**config.mk**
```make
export PLATFORM = sky130hd
export DESIGN_NAME = ccm_mode_ctrl
export DESIGN_NICKNAME = d
export VERILOG_FILES = /design/src/hw/ccm_pkg.sv /design/src/hw/ccm_mode_ctrl.sv
export SDC_FILE = /design/constraint.sdc
export NUM_CORES = 1
export LEC_CHECK = 0
export BUFFER_PORTS_ARGS = -buffer_cell sky130_fd_sc_hd__buf_2
export CAP_MARGIN = 0
export CORE_UTILIZATION = 40
export DETAILED_ROUTE_END_ITERATION = 7
export PLACE_DENSITY = 0.64
export SLEW_MARGIN = 15
export SYNTH_ARGS = -nofsm -noshare
export SYNTH_HDL_FRONTEND = slang
export SYNTH_SLANG_ARGS = --single-unit
```
**constraint.sdc**
```tcl
create_clock -name i_core_clk -period 4.89 [get_ports i_core_clk]
set_input_delay 0.489 -clock i_core_clk [delete_from_list [all_inputs] [get_ports i_core_clk]]
set_output_delay 0.489 -clock i_core_clk [all_outputs]
set_load 0.01 [all_outputs]
```
**src/hw/ccm_pkg.sv**
```systemverilog
package ccm_pkg;

    // Avalon-MM slave geometry
    localparam int unsigned AV_ADDR_W = 8;
    localparam int unsigned AV_DATA_W = 32;
    localparam int unsigned AV_BE_W = 4;

    // Register byte offsets
    localparam logic [7:0] OFF_MODE_ONE = 8'h18;
    localparam logic [7:0] OFF_CHAN_ENABLE = 8'h20;
    localparam logic [7:0] OFF_PROTECT = 8'h24;
    localparam logic [7:0] OFF_CH1_COMPARE = 8'h34;
    localparam logic [7:0] OFF_CH2_COMPARE = 8'h38;
    localparam logic [7:0] OFF_STATUS = 8'h40;

    // Reset values
    localparam logic [15:0] RST_MODE_ONE = 16'h0000;
    localparam logic [1:0] RST_CHAN_ENABLE = 2'h0;
    localparam logic [1:0] RST_PROTECT = 2'h0;
    localparam logic [31:0] RST_COMPARE = 32'h0000_0000;
    localparam logic [31:0] RD_UNMAPPED = 32'h0000_0000;

    // Field positions inside the enable, protect and status words; per-channel field width in the mode word
    localparam int unsigned CHEN_CH1_BIT = 0;
    localparam int unsigned CHEN_CH2_BIT = 1;
    localparam int unsigned PROT_LSB = 0;
    localparam int unsigned STAT_REF_LSB = 0;
    localparam int unsigned STAT_OUT_LSB = 4;
    localparam int unsigned CH_CFG_W = 8;

    // Protection level that locks output-mode compare settings
    localparam logic [1:0] PROT_LOCK_LEVEL = 2'h3;

    // Direction encodings (channel 2 swaps the two timer inputs)
    localparam logic [1:0] DIR_OUTPUT = 2'h0;
    localparam logic [1:0] DIR_OWN_INPUT = 2'h1;
    localparam logic [1:0] DIR_OTHER_INPUT = 2'h2;
    localparam logic [1:0] DIR_INTERNAL_TRIG = 2'h3;

    // Compare mode encodings
    localparam logic [2:0] MODE_FREEZE = 3'h0;
    localparam logic [2:0] MODE_SET_ON_MATCH = 3'h1;
    localparam logic [2:0] MODE_CLEAR_ON_MATCH = 3'h2;
    localparam logic [2:0] MODE_TOGGLE_ON_MATCH = 3'h3;
    localparam logic [2:0] MODE_FORCE_LOW = 3'h4;
    localparam logic [2:0] MODE_FORCE_HIGH = 3'h5;
    localparam logic [2:0] MODE_PWM_ONE = 3'h6;
    localparam logic [2:0] MODE_PWM_TWO = 3'h7;

    // One byte of the mode register, output-compare view
    typedef struct packed {
        logic reference_clear_enable;
        logic [2:0] compare_mode;
        logic compare_preload_enable;
        logic fast_response_enable;
        logic [1:0] direction_select;
    } ccm_ch_cfg_s;

    typedef struct packed {
        logic read;
        logic write;
        logic [AV_ADDR_W-1:0] address;
        logic [AV_BE_W-1:0] byteenable;
        logic [AV_DATA_W-1:0] writedata;
    } ccm_av_req_s;

endpackage

```
**src/hw/ccm_mode_ctrl.sv**
```systemverilog
// The Avalon-MM register port was chosen for this implementation.
module ccm_mode_ctrl #(
    parameter int unsigned CNT_W = 16
) (
    // Clock and reset
    input wire logic i_core_clk,
    input wire logic i_rst_n,
    // Avalon-MM slave
    input wire ccm_pkg::ccm_av_req_s i_av_req,
    output logic o_av_waitrequest,
    output logic [ccm_pkg::AV_DATA_W-1:0] o_av_readdata,
    // Timer core, same clock
    input wire logic [CNT_W-1:0] i_timer_count_value,
    input wire logic i_update_event,
    input wire logic i_trigger_event,
    input wire logic i_filtered_external_trigger,
    input wire logic i_internal_trigger_source,
    // Timer input pins, asynchronous
    input wire logic i_timer_input_one,
    input wire logic i_timer_input_two,
    // Towards output stage and capture logic
    output logic o_ch1_output_reference,
    output logic o_ch2_output_reference,
    output logic o_capture_input_one,
    output logic o_capture_input_two,
    output logic [15:0] o_capture_compare_mode_one
);

    // Counter wider than a bus word could not be written in one access
    if (CNT_W < 1 || CNT_W > ccm_pkg::AV_DATA_W) begin : g_cnt_w_check
        $error("CNT_W must lie between 1 and the bus data width");
    end

    localparam int unsigned NCH = 2;

    // Bus handshake state
    logic wait_q;
    logic [ccm_pkg::AV_DATA_W-1:0] rdata_q;
    logic [ccm_pkg::AV_DATA_W-1:0] rd_word;
    logic req_any;
    logic wr_fire;
    logic [5:0] word_addr;

    // Registers
    ccm_pkg::ccm_ch_cfg_s [NCH-1:0] cfg_q;
    logic [NCH-1:0] chen_q;
    logic [1:0] prot_q;
    logic [NCH-1:0][CNT_W-1:0] ccr_pre_q;
    logic [NCH-1:0][CNT_W-1:0] ccr_act_q;
    logic [ccm_pkg::AV_DATA_W-1:0] wmask;

    // Write decode per channel
    logic [NCH-1:0] cfg_wr;
    logic [NCH-1:0] dir_open;
    logic [NCH-1:0] mode_lock;
    logic [NCH-1:0] ccr_sel;
    logic [NCH-1:0][CNT_W-1:0] ccr_wdata;

    // Compare pipeline and references
    logic [NCH-1:0] match_q;
    logic [NCH-1:0] below_q;
    logic [NCH-1:0] above_q;
    logic [NCH-1:0] level;
    logic [NCH-1:0] fast_hit;
    logic [NCH-1:0] hit;
    logic [NCH-1:0] level_prev_q;
    logic [NCH-1:0][2:0] mode_prev_q;
    logic [NCH-1:0] ref_q;

    // Input synchronisers and capture routing
    logic [1:0] ti_meta_q;
    logic [1:0] ti_sync_q;
    logic [NCH-1:0] cap_q;

    assign req_any = i_av_req.read | i_av_req.write;
    assign wr_fire = i_av_req.write & ~wait_q;
    assign word_addr = i_av_req.address[7:2];

    always_comb begin
        for (int b = 0; b < ccm_pkg::AV_BE_W; b++) begin
            wmask[8*b +: 8] = {8{i_av_req.byteenable[b]}};
        end
    end

    // Lock and direction gates judge the settings held before the write lands
    always_comb begin
        cfg_wr = '0;
        dir_open = '0;
        mode_lock = '0;
        ccr_sel = '0;
        ccr_wdata = '0;
        for (int c = 0; c < NCH; c++) begin
            // Lanes two and three of the mode word have no channel behind them
            cfg_wr[c] = wr_fire && word_addr == ccm_pkg::OFF_MODE_ONE[7:2] && i_av_req.byteenable[c];
            dir_open[c] = !chen_q[c];
            mode_lock[c] = (prot_q == ccm_pkg::PROT_LOCK_LEVEL) &&
                           (cfg_q[c].direction_select == ccm_pkg::DIR_OUTPUT);
            ccr_sel[c] = wr_fire && word_addr == (c == 0 ? ccm_pkg::OFF_CH1_COMPARE[7:2]
                                                         : ccm_pkg::OFF_CH2_COMPARE[7:2]);
            ccr_wdata[c] = CNT_W'((i_av_req.writedata & wmask) |
                                  (ccm_pkg::AV_DATA_W'(ccr_pre_q[c]) & ~wmask));
        end
    end

    // One wait cycle per request; released at the edge after it is seen
    always_ff @(posedge i_core_clk) begin
        if (!i_rst_n) begin
            wait_q <= 1'b1;
        end else begin
            wait_q <= ~(req_any & wait_q);
        end
    end

    always_comb begin
        rd_word = ccm_pkg::RD_UNMAPPED;
        case (word_addr)
            ccm_pkg::OFF_MODE_ONE[7:2]: begin
                rd_word = {16'h0000, cfg_q};
            end
            ccm_pkg::OFF_CHAN_ENABLE[7:2]: begin
                rd_word = {30'h0000_0000, chen_q};
            end
            ccm_pkg::OFF_PROTECT[7:2]: begin
                rd_word = {30'h0000_0000, prot_q};
            end
            ccm_pkg::OFF_CH1_COMPARE[7:2]: begin
                rd_word = ccm_pkg::AV_DATA_W'(ccr_pre_q[0]);
            end
            ccm_pkg::OFF_CH2_COMPARE[7:2]: begin
                rd_word = ccm_pkg::AV_DATA_W'(ccr_pre_q[1]);
            end
            ccm_pkg::OFF_STATUS[7:2]: begin
                rd_word[ccm_pkg::STAT_REF_LSB +: NCH] = ref_q;
                for (int c = 0; c < NCH; c++) begin
                    rd_word[ccm_pkg::STAT_OUT_LSB + c] = (cfg_q[c].direction_select == ccm_pkg::DIR_OUTPUT);
                end
            end
            default: begin
                rd_word = ccm_pkg::RD_UNMAPPED;
            end
        endcase
    end

    // Read data captured in the wait cycle so it stands at the release edge
    always_ff @(posedge i_core_clk) begin
        if (!i_rst_n) begin
            rdata_q <= ccm_pkg::RD_UNMAPPED;
        end else if (i_av_req.read && wait_q) begin
            rdata_q <= rd_word;
        end
    end

    // Mode register, one byte lane per channel
    always_ff @(posedge i_core_clk) begin
        if (!i_rst_n) begin
            cfg_q <= ccm_pkg::RST_MODE_ONE;
        end else begin
            for (int c = 0; c < NCH; c++) begin
                if (cfg_wr[c]) begin
                    cfg_q[c].fast_response_enable <=
                        i_av_req.writedata[c*ccm_pkg::CH_CFG_W + 2];
                    cfg_q[c].reference_clear_enable <=
                        i_av_req.writedata[c*ccm_pkg::CH_CFG_W + 7];
                    // Direction is ignored while the channel runs
                    if (dir_open[c]) begin
                        cfg_q[c].direction_select <=
                            i_av_req.writedata[c*ccm_pkg::CH_CFG_W +: 2];
                    end
                    if (!mode_lock[c]) begin
                        cfg_q[c].compare_preload_enable <=
                            i_av_req.writedata[c*ccm_pkg::CH_CFG_W + 3];
                        cfg_q[c].compare_mode <=
                            i_av_req.writedata[c*ccm_pkg::CH_CFG_W + 4 +: 3];
                    end
                end
            end
        end
    end

    // Channel enables and protection level
    always_ff @(posedge i_core_clk) begin
        if (!i_rst_n) begin
            chen_q <= ccm_pkg::RST_CHAN_ENABLE;
            prot_q <= ccm_pkg::RST_PROTECT;
        end else if (wr_fire && i_av_req.byteenable[0]) begin
            if (word_addr == ccm_pkg::OFF_CHAN_ENABLE[7:2]) begin
                chen_q[0] <= i_av_req.writedata[ccm_pkg::CHEN_CH1_BIT];
                chen_q[1] <= i_av_req.writedata[ccm_pkg::CHEN_CH2_BIT];
            end
            if (word_addr == ccm_pkg::OFF_PROTECT[7:2]) begin
                prot_q <= i_av_req.writedata[ccm_pkg::PROT_LSB +: 2];
            end
        end
    end

    // Compare values: written stage plus active stage
    always_ff @(posedge i_core_clk) begin
        if (!i_rst_n) begin
            for (int c = 0; c < NCH; c++) begin
                ccr_pre_q[c] <= ccm_pkg::RST_COMPARE[CNT_W-1:0];
                ccr_act_q[c] <= ccm_pkg::RST_COMPARE[CNT_W-1:0];
            end
        end else begin
            for (int c = 0; c < NCH; c++) begin
                if (ccr_sel[c]) begin
                    ccr_pre_q[c] <= ccr_wdata[c];
                    if (!cfg_q[c].compare_preload_enable) begin
                        ccr_act_q[c] <= ccr_wdata[c];
                    end
                end else if (cfg_q[c].compare_preload_enable && i_update_event) begin
                    ccr_act_q[c] <= ccr_pre_q[c];
                end
            end
        end
    end

    // Comparison stage; one cycle of latency that fast response bypasses
    always_ff @(posedge i_core_clk) begin
        if (!i_rst_n) begin
            match_q <= '0;
            below_q <= '0;
            above_q <= '0;
        end else begin
            for (int c = 0; c < NCH; c++) begin
                // All three outcomes kept so a mode change never sees a stale comparison
                match_q[c] <= (i_timer_count_value == ccr_act_q[c]);
                below_q[c] <= (i_timer_count_value < ccr_act_q[c]);
                above_q[c] <= (i_timer_count_value > ccr_act_q[c]);
            end
        end
    end

    always_comb begin
        fast_hit = '0;
        hit = '0;
        level = '0;
        for (int c = 0; c < NCH; c++) begin
            // Fast response treats a trigger as an immediate match
            fast_hit[c] = cfg_q[c].fast_response_enable & i_trigger_event;
            hit[c] = match_q[c] | fast_hit[c];
            if (cfg_q[c].compare_mode == ccm_pkg::MODE_PWM_ONE) begin
                level[c] = below_q[c];
            end else begin
                level[c] = above_q[c];
            end
        end
    end

    always_ff @(posedge i_core_clk) begin
        if (!i_rst_n) begin
            level_prev_q <= '0;
            mode_prev_q <= '0;
        end else begin
            for (int c = 0; c < NCH; c++) begin
                level_prev_q[c] <= level[c];
                mode_prev_q[c] <= cfg_q[c].compare_mode;
            end
        end
    end

    // Output references
    always_ff @(posedge i_core_clk) begin
        if (!i_rst_n) begin
            ref_q <= '0;
        end else begin
            for (int c = 0; c < NCH; c++) begin
                if (cfg_q[c].reference_clear_enable && i_filtered_external_trigger) begin
                    ref_q[c] <= 1'b0;
                end else if (cfg_q[c].direction_select != ccm_pkg::DIR_OUTPUT) begin
                    ref_q[c] <= ref_q[c];
                end else begin
                    case (cfg_q[c].compare_mode)
                        ccm_pkg::MODE_FREEZE: begin
                            ref_q[c] <= ref_q[c];
                        end
                        ccm_pkg::MODE_SET_ON_MATCH: begin
                            if (hit[c]) begin
                                ref_q[c] <= 1'b1;
                            end
                        end
                        ccm_pkg::MODE_CLEAR_ON_MATCH: begin
                            if (hit[c]) begin
                                ref_q[c] <= 1'b0;
                            end
                        end
                        ccm_pkg::MODE_TOGGLE_ON_MATCH: begin
                            if (hit[c]) begin
                                ref_q[c] <= ~ref_q[c];
                            end
                        end
                        ccm_pkg::MODE_FORCE_LOW: begin
                            ref_q[c] <= 1'b0;
                        end
                        ccm_pkg::MODE_FORCE_HIGH: begin
                            ref_q[c] <= 1'b1;
                        end
                        ccm_pkg::MODE_PWM_ONE, ccm_pkg::MODE_PWM_TWO: begin
                            // Both PWM levels are low at the match point
                            if (fast_hit[c]) begin
                                ref_q[c] <= 1'b0;
                            end else if (level[c] != level_prev_q[c] ||
                                         mode_prev_q[c] == ccm_pkg::MODE_FREEZE) begin
                                ref_q[c] <= level[c];
                            end
                        end
                        default: begin
                            ref_q[c] <= ref_q[c];
                        end
                    endcase
                end
            end
        end
    end

    // Timer input pins come from outside the clock domain
    always_ff @(posedge i_core_clk) begin
        if (!i_rst_n) begin
            ti_meta_q <= '0;
            ti_sync_q <= '0;
        end else begin
            ti_meta_q <= {i_timer_input_two, i_timer_input_one};
            ti_sync_q <= ti_meta_q;
        end
    end

    // Capture input routing; channel 2 sees the inputs swapped
    always_ff @(posedge i_core_clk) begin
        if (!i_rst_n) begin
            cap_q <= '0;
        end else begin
            for (int c = 0; c < NCH; c++) begin
                case (cfg_q[c].direction_select)
                    ccm_pkg::DIR_OWN_INPUT: begin
                        cap_q[c] <= ti_sync_q[c];
                    end
                    ccm_pkg::DIR_OTHER_INPUT: begin
                        cap_q[c] <= ti_sync_q[1-c];
                    end
                    ccm_pkg::DIR_INTERNAL_TRIG: begin
                        cap_q[c] <= i_internal_trigger_source;
                    end
                    default: begin
                        cap_q[c] <= 1'b0;
                    end
                endcase
            end
        end
    end

    assign o_av_waitrequest = wait_q;
    assign o_av_readdata = rdata_q;
    assign o_ch1_output_reference = ref_q[0];
    assign o_ch2_output_reference = ref_q[1];
    assign o_capture_input_one = cap_q[0];
    assign o_capture_input_two = cap_q[1];
    assign o_capture_compare_mode_one = cfg_q;

endmodule // ccm_mode_ctrl

```
==> flow_summary.ini, run 1 <==
[finish]
register_area_um2 = 2462
n_fill_cell = 1296
nets = 823
multi_input_area_um2 = 2939
syn2layout_area_growth_pct = 20.07
drive_gt1_frac = 0.1798
fin_cells = 915

[sta]
tns_ns = 0
fin_crit_ns = 2.722
relSlewSlack = 0.2106
holdWs_ns = 0.2948
hold_viol = 0
finClkSkew_ns = 0.007963
max_slew.worst_pin.slew_ns = 1.154
finalCritPeriodShare = 0.5566
maxSlewViolCount = 0
setup_viol = 0
grt_setup_unrepaired = no
fmax_mhz = 367.4

[flow_run]
max_cap_violations = 0

[global_routing]
grt_pass1_vias = 4769
grt_max_degree = 63
grt_pass1_wl_um = 24090
grt_use_total = 0.2118
antenna_found_initial = 0
overflow = 0

[worst_setup_path]
cp_slowest_stage_delay_ns = 0.88
cp_slowest_cell = nor2b_1
end_kind = flop
reg2reg_from = ccr_act_q[13]
cp_cell_sequence = buf_2, nor2b_1, and2_1, nor2b_1, mux2i_1, a21oi_1
reg2reg_depth = 7
worstPathRequired_ns = 5.18
worst_path_most_repeated_cell = nor2b_1
critPathKind = primary input to flop
r2r-end = above_q[0]
cp_data_arrival_time_ns = 3.01
startpoint = i_av_req[38]
cp-start-kind = primary input
critPathCapture = ccr_act_q[14]
worstPathMaxFanout = 16
crit_family = simple AND/OR/NAND/NOR gates
r2r_slack_ns = 2.17
path_depth = 6
cp_num_buf_inv = 1

[yosys]
synthFlopType = dfxtp_1
ys_seq_area_frac = 0.4330
yosys_warnings = 0
synth_area_leaders = dfxtp_1 43%, mux2i_1 9.9%, ha_1 7.0%
async_reset_ff_frac = 0
synth_top_area_share = 0.4330
synth-seq-cells = 123
synth_area_um2 = 5687
syn_inst = 641
yosys.area.top_type = dfxtp_1
synth_cell_types = 47
synth.most_common_cell = dfxtp_1
avgSynthCellArea_um2 = 8.872
synthTopCellsByCount = 123 x dfxtp_1, 71 x nor2_1, 56 x mux2i_1, 56 x nand2_1, 55 x a21oi_1
synth-edff-count = 0

[power_and_ir_drop]
p_leak_nw = 2.953
power_switching_share = 0.2331
peakVddDrop_v = 0.0002100
p_seq_frac = 0.417
power_frac_comb = 0.050
power_switching_uw = 566.3
powerDensity_nw_per_um2 = 355.9
power_frac_clock = 0.532
power.total_mw = 2.430
p_int_mw = 1.863

[detailed_routing]
viasPerCell = 5.248
drc = 0
drtIter0Drc = 317
drtPass1Iterations = 5
num_vias = 4802
ant_nets = 0
wirelength_um = 14980
wl_per_cell_um = 16.37

[clocking]
clockRootBuffer = clkbuf_16
postCtsSetupBuffers = 0
cts_buffer_depth = 2
clk_pin_slew_ns = 0.06
cts_num_sinks = 123
holdBufCountCts = 0
cts_tree = done
cts.htree.levels = 4
clk_latency_ns = 0.41
cts_resized = 0
numCtsBuffers = 17

[placed_design]
dp_cells = 882
port_buffers = 86
dp_hpwl_um = 11230
gp_congestion = 0.8245

[hold_path]
hold_path.class = primary input to flop

[outcome]
outcome = finished clean

[die]
die_area_um2 = 14700
initial_core_util = 0.4097
rows = 43
dieHeight_um = 121.2
core_area_um2 = 13880
io_pins = 123
fp.dieW_um = 121.2
power groups by stage:
stage	clock (mW)	combinational [mW]	sequential (mW)
final	1.29	0.123	1.01
after global routing	1.36	0.137	1.01
after CTS	1.30	0.122	1.01
after detailed placement	0	0.121	1.04
after global placement	0	0.116	1.04
after floorplan	0	0.0762	1.04
registers in the layout, summed over array words and instances, names as in the netlist, 2 cells and up:
signal / flops
above_q: 2
below_q: 2
cap_q: 2
ccr_act_q: 32
ccr_pre_q: 32
chen_q: 2
level_prev_q: 2
match_q: 2
mode_prev_q: 6
o_av_readdata: 16
o_capture_compare_mode_one: 16
prot_q: 2
ref_q: 2
ti_meta_q: 2
ti_sync_q: 2
layout by cell type, fill, tap and decap left out, drive strengths merged, types with 6 or more instances in the layout:
cell and n:
buf 90, nor4 6, o21ai 43, ha 32
inv 37, mux2i 56, dfxtp 123, nand3 10
nor3 10, nand2 56, clkbuf 17, nand4 7
nor2b 8, conb 16, a22o 12, a22oi 16
a21oi 55, and2 14, nor2 71
cell families (layout without fill, tap and decap cells):
family                   Yosys count  in the layout  synth area share
adder cells (fa/ha/maj)           32             32           0.07041
multiplexers                      58             58            0.1025
buffers and inverters             77            155           0.06227
AND/OR/NAND/NOR                  197            197            0.1622
flip-flops                       123            123            0.4330
XOR/XNOR                           2              2          0.003081
other                              1             17         0.0006594
AO/OA/AOI/OAI                    151            151            0.1659
layer usage:
metal	part of all wire	vias to the layer above	wire (um)	global-route usage
met4	0.036	0	539	0.1065
met2	0.44	152	6636	0.3350
li1	-	2381	-	-
met5	0	-	0	0
met3	0.046	34	696	0.04135
met1	0.47	2235	7106	0.2740
final cells by class:
cell class,instances,share of cell area
Antenna cell,1,0.0003665
Clock buffer,17,0.06231
Clock inverter,15,0.02767
Inverter,33,0.01814
Multi-Input combinational cell,456,0.4305
Sequential cell,123,0.3606
Tap cell,180,0.03299
Timing Repair Buffer,90,0.06744
per-stage QoR:
step | util | setup slack (ns) | instance area [um^2]
finish | 0.4919 | 2.168 | 6828
detailed placement | 0.4474 | 1.815 | 6211
CTS | 0.4917 | 2.224 | 6825
floorplan | - | 2.894 | 5743
global route | 0.4917 | 1.963 | 6825
global placement | 0.4474 | 1.870 | 6211
worst min path at each step:
stage	startpoint	to	slack [ns]	cells after the start
after floorplan	ti_meta_q[0]	ti_sync_q[0]	0.41	1
final	i_timer_input_two	ti_meta_q[1]	0.29	2
after CTS	i_timer_input_two	ti_meta_q[1]	0.29	2
after global placement	ti_meta_q[0]	ti_sync_q[0]	0.42	1
after detailed placement	ti_meta_q[0]	ti_sync_q[0]	0.43	1
after global routing	i_timer_input_two	ti_meta_q[1]	0.29	2
(Power assumes the default switching activity.)
==> run 2, diff against run 1 <==
PLACE_DENSITY = 0.66   (was 0.64)
clock period = 2.48 ns   (was 4.89 ns; I/O delays follow)
==> run 2 against run 1 <==
  * Setup slack got worse by 1.9 ns
  * Cell count rose by 0.77%
  * Routed wire length rose by 0.35%
  * Critical endpoint is now above_q[0]
==> flow_summary.ini, run 2 (synthesized netlist as in run 1, its figures left out) <==
[sta]
fin_crit_ns = 2.211
hold_viol = 0
maxSlewViolCount = 0
finalCritPeriodShare = 0.8915
grt_setup_unrepaired = no
fin_ws_ns = 0.2690
relSlewSlack = 0.3818
fmax_mhz = 452.3
holdWs_ns = 0.04602
finClkSkew_ns = 0.008161
setup_viol = 0
max_slew.worst_pin.slew_ns = 0.9238
tns_ns = 0

[worst_setup_path]
cp_slowest_cell = nor4_1
critPathKind = flop to flop
cp_cell_sequence = inv_1, ha_1, nand4_1, nor4_1, nand4_1, and3_1
reg2reg_from = ccr_act_q[13]
reg2reg_depth = 6
r2r-end = above_q[0]
cp_data_arrival_time_ns = 2.51
cp_slowest_stage_delay_ns = 0.64
r2r_slack_ns = 0.27
end_kind = flop
worstPathRequired_ns = 2.78
crit_family = simple AND/OR/NAND/NOR gates
worstPathMaxFanout = 4
worst_path_most_repeated_cell = nand4_1
cp-start-kind = flop
cp_num_buf_inv = 1

[finish]
reg_top3 = ccr_act_q x32, ccr_pre_q x32
nets = 832
final_common_cell = dfxtp_1
final_cell_mix = 123 x dfxtp_1, 86 x buf_2, 71 x nor2_1, 56 x nand2_1, 55 x a21oi_1
syn2layout_area_growth_pct = 21.50
antenna_cells = 0
drive_gt1_frac = 0.1887

[power_and_ir_drop]
peakVddDrop_v = 0.0004833
powerDensity_nw_per_um2 = 704.3
p_leak_nw = 3.017

[global_routing]
grt_max_degree = 62
antenna_found_initial = 0
grt_pass1_vias = 4733
grt_pass1_wl_um = 23830
grt_use_total = 0.2119
overflow = 0

[clocking]
cts.htree.levels = 4
cts_resized = 0
cts_num_sinks = 123
clk_latency_ns = 0.41
numCtsBuffers = 17
clockRootBuffer = clkbuf_16
clk_pin_slew_ns = 0.06
holdBufCountCts = 0
cts_buffer_depth = 2
postCtsSetupBuffers = 0
cts_tree = done

[die]
io_pins = 123
initial_core_util = 0.4097
dieHeight_um = 121.2
fp.dieW_um = 121.2
core_area_um2 = 13880
rows = 43
die_area_um2 = 14700

[detailed_routing]
wirelength_um = 15030
num_vias = 4855
ant_nets = 0
drc = 0
drtPass1Iterations = 5
drtIter0Drc = 367
wl_per_cell_um = 16.30
viasPerCell = 5.266

[placed_design]
port_buffers = 86
dp_hpwl_um = 11390
gp_congestion = 0.8457
place_ws_ns = 0.3345

[flow_run]
max_cap_violations = 0

[hold_path]
hold_path_startpoint = i_timer_input_two
min_path_cells = 2
holdPathEnd = ti_meta_q[1]
hold_path.class = primary input to flop

[outcome]
outcome = finished clean
==> run 2: cell types whose count changed in the layout (fill, tap and decap cells not counted) <==
cell	change
clkinvlp_4	-2
clkbuf_8	+1
diode_2	-1
inv_6	-2
buf_4	+9
bufinv_16	+1
clkinv_2	+1
==> run 2: where the power goes <==
part	internal (mW)	switching (mW)	leakage [nW]
clock	1.71	0.910	0.299
combinational	0.0921	0.155	1.72
sequential	1.99	0.00821	0.993
==> run 2: how the worst max path moves through the flow <==
stage | startpoint | endpoint | cells past startpoint
floorplan | o_av_waitrequest | ccr_act_q[24] | 5
global placement | i_timer_count_value[13] | above_q[1] | 7
detailed placement | i_timer_count_value[13] | above_q[0] | 6
CTS | ccr_act_q[13] | above_q[0] | 6
global route | ccr_act_q[30] | above_q[1] | 7
finish | ccr_act_q[13] | above_q[0] | 6
==> run 2: metrics by stage <==
stage / util / total power, mW / area [um^2] / cells
floorplan: - / 2.193 / 5743 / 656
finish: 0.4977 / 4.866 / 6909 / 922
global route: 0.4977 / 5.010 / 6909 / 922
detailed placement: 0.4523 / 2.289 / 6279 / 891
CTS: 0.4977 / 4.882 / 6909 / 922
global placement: 0.4523 / 2.277 / 6279 / 891
==> run 2: cell type report <==
class                   instances  area, um^2
clock buffers                  18       439.2
fillers                      1263        6972
flip-flops and latches        123        2462
well taps                     180       225.2
clock inverters                13       191.4
multi-input cells             456        2939
repair buffers                 99       528.0
inverters                      33       123.9
==> run 2: routing by layer <==
layer  vias up  GRT usage  routed length, um
met1      2259     0.2689               6751
met3        25    0.04511                852
met5         -          0                  0
met2       171     0.3479               7042
met4         0    0.08642                383
li1       2400          -                  -
==> run 2: worst reg2reg max path, cell delays in order (launching register included) <==
cell and delay [ns]:
dfxtp_1 0.33, inv_1 0.05, ha_1 0.29, nand4_1 0.18
nor4_1 0.65, nand4_1 0.34, and3_1 0.26
==> run 3, diff against run 2 <==
HOLD_SLACK_MARGIN = 0.15   (was unset)
MAX_ROUTING_LAYER = met4   (was unset)
==> run 3 against run 2 <==
  * Cell count is 1.6% higher
  * Global-route usage is 0.67 points higher
  * Utilization is 1.1 points higher
  * Clock skew is 0.0013 ns lower
  * Setup slack worse by 0.013 ns
  * Clock power hardly changed
  * Hold slack better by 0.11 ns
  * Clock-buffer cell count stayed put
  * Sequential power hardly changed
  * Routed wire length is 0.75% higher
  * Total power is 0.49% higher
  * Critical path depth stayed put
  * Critical path type unchanged
  * Largest cell class unchanged
  * Highest routed layer unchanged
==> flow_summary.ini, run 3 (synthesized netlist as in run 1, its figures left out) <==
[worst_setup_path]
worstPathMaxFanout = 4
end_kind = flop
r2r_slack_ns = 0.26
cp_data_arrival_time_ns = 2.53
reg2reg_depth = 6
reg2reg_from = ccr_act_q[13]
r2r-end = above_q[0]
critPathKind = flop to flop
worstPathRequired_ns = 2.79
cp-start-kind = flop

[die]
initial_core_util = 0.4097
core_area_um2 = 13880
dieHeight_um = 121.2
die_area_um2 = 14700
fp.dieW_um = 121.2
io_pins = 123
rows = 43

[global_routing]
grt_use_total = 0.2186
grt_pass1_wl_um = 23980
antenna_found_initial = 0
grt_pass1_vias = 4797
overflow = 0
grt_max_degree = 62

[power_and_ir_drop]
peakVddDrop_v = 0.0004895
p_leak_nw = 3.078
power.total_mw = 4.890
powerDensity_nw_per_um2 = 692.7

[sta]
finClkSkew_ns = 0.006896
fin_crit_ns = 2.224
fmax_mhz = 449.7
max_slew.worst_pin.slew_ns = 0.8974
maxSlewViolCount = 0
tns_ns = 0
finalCritPeriodShare = 0.8967
setup_viol = 0
relSlewSlack = 0.3996
hold_viol = 0
grt_setup_unrepaired = no

[finish]
drive_gt1_frac = 0.1849
final_cell_mix = 123 x dfxtp_1, 86 x buf_2, 71 x nor2_1, 56 x nand2_1, 55 x a21oi_1
antenna_cells = 0
design_area_um2 = 7059
n_fill_cell = 1245
syn2layout_area_growth_pct = 24.14
reg_top3 = ccr_act_q x32, ccr_pre_q x32
final_common_cell = dfxtp_1
post-route-util = 0.5086
nets = 847

[detailed_routing]
viasPerCell = 5.216
wl_per_cell_um = 16.16
wirelength_um = 15140
drtIter0Drc = 318
drtPass1Iterations = 5
ant_nets = 0
drc = 0
num_vias = 4887

[clocking]
clk_pin_slew_ns = 0.06
numCtsBuffers = 17
clk_latency_ns = 0.41
cts_num_sinks = 123
cts_buffer_depth = 2
cts_tree = done
cts.htree.levels = 4
clockRootBuffer = clkbuf_16

[hold_path]
min_path_cells = 3
holdPathEnd = o_capture_compare_mode_one[5]
hold_path_startpoint = i_av_req[5]
hold_path.class = primary input to flop

[placed_design]
dp_hpwl_um = 11390
placed_cell_area_um2 = 6279
gp_congestion = 0.8590
port_buffers = 86

[outcome]
outcome = finished clean

[flow_run]
max_cap_violations = 0
-- run 3: worst max path at each step --
stage / from / to / slack, ns / depth (start not counted)
finish: ccr_act_q[13] / above_q[0] / 0.26 / 6
global route: ccr_act_q[30] / above_q[1] / 0.15 / 7
CTS: ccr_act_q[13] / above_q[0] / 0.32 / 6
detailed placement: i_timer_count_value[13] / above_q[0] / 0.33 / 6
global placement: i_timer_count_value[13] / above_q[1] / 0.36 / 7
floorplan: o_av_waitrequest / ccr_act_q[24] / 0.68 / 5
-- run 3: worst max-delay path, stage by stage, from the launching register on --
cell and delay [ns]:
dfxtp_1 0.33, inv_1 0.05, ha_1 0.29, nand4_1 0.18, nor4_1 0.65, nand4_1 0.35, and3_1 0.27
-- run 3: repair_timing --
| item | in CTS | in global routing |
|---|---|---|
| gates resized for setup | 0 | 0 |
| endpoints found under the hold margin | 14 | 0 |
| hold buffers | 15 | 0 |
| setup buffers | 0 | 0 |
-- run 3: metrics by stage --
stage / hold WS [ns] / cells / worst slack, ns
2_1_floorplan: 0.3639 / 656 / 0.6789
3_3_place_gp: 0.4270 / 891 / 0.3619
3_5_place_dp: 0.4238 / 891 / 0.3345
4_1_cts: 0.1507 / 937 / 0.3158
5_1_grt: 0.1527 / 937 / 0.1506
6_report: 0.1532 / 937 / 0.2561
-- run 3: metal layers --
| layer | GRT usage | share of wire |
|---|---|---|
| met3 | 0.04135 | 0.047 |
| met4 | 0.08951 | 0.025 |
| met5 | - | 0 |
| met2 | 0.3493 | 0.47 |
| met1 | 0.2710 | 0.46 |
-- run 3: layout make-up --
cell class              count  area, um^2  area share
clock buffers              18       439.2     0.06221
flip-flops and latches    123        2462      0.3488
multi-input cells         456        2939      0.4163
repair buffers            114       678.2     0.09607
clock inverters            13       191.4     0.02712
inverters                  33       123.9     0.01755
well taps                 180       225.2     0.03190
-- run 3: report_power, final --
| part | internal [mW] | switching [mW] |
|---|---|---|
| Sequential | 1.99 | 0.00818 |
| Clock | 1.71 | 0.916 |
| Combinational | 0.108 | 0.158 |
| Total | 3.81 | 1.08 |
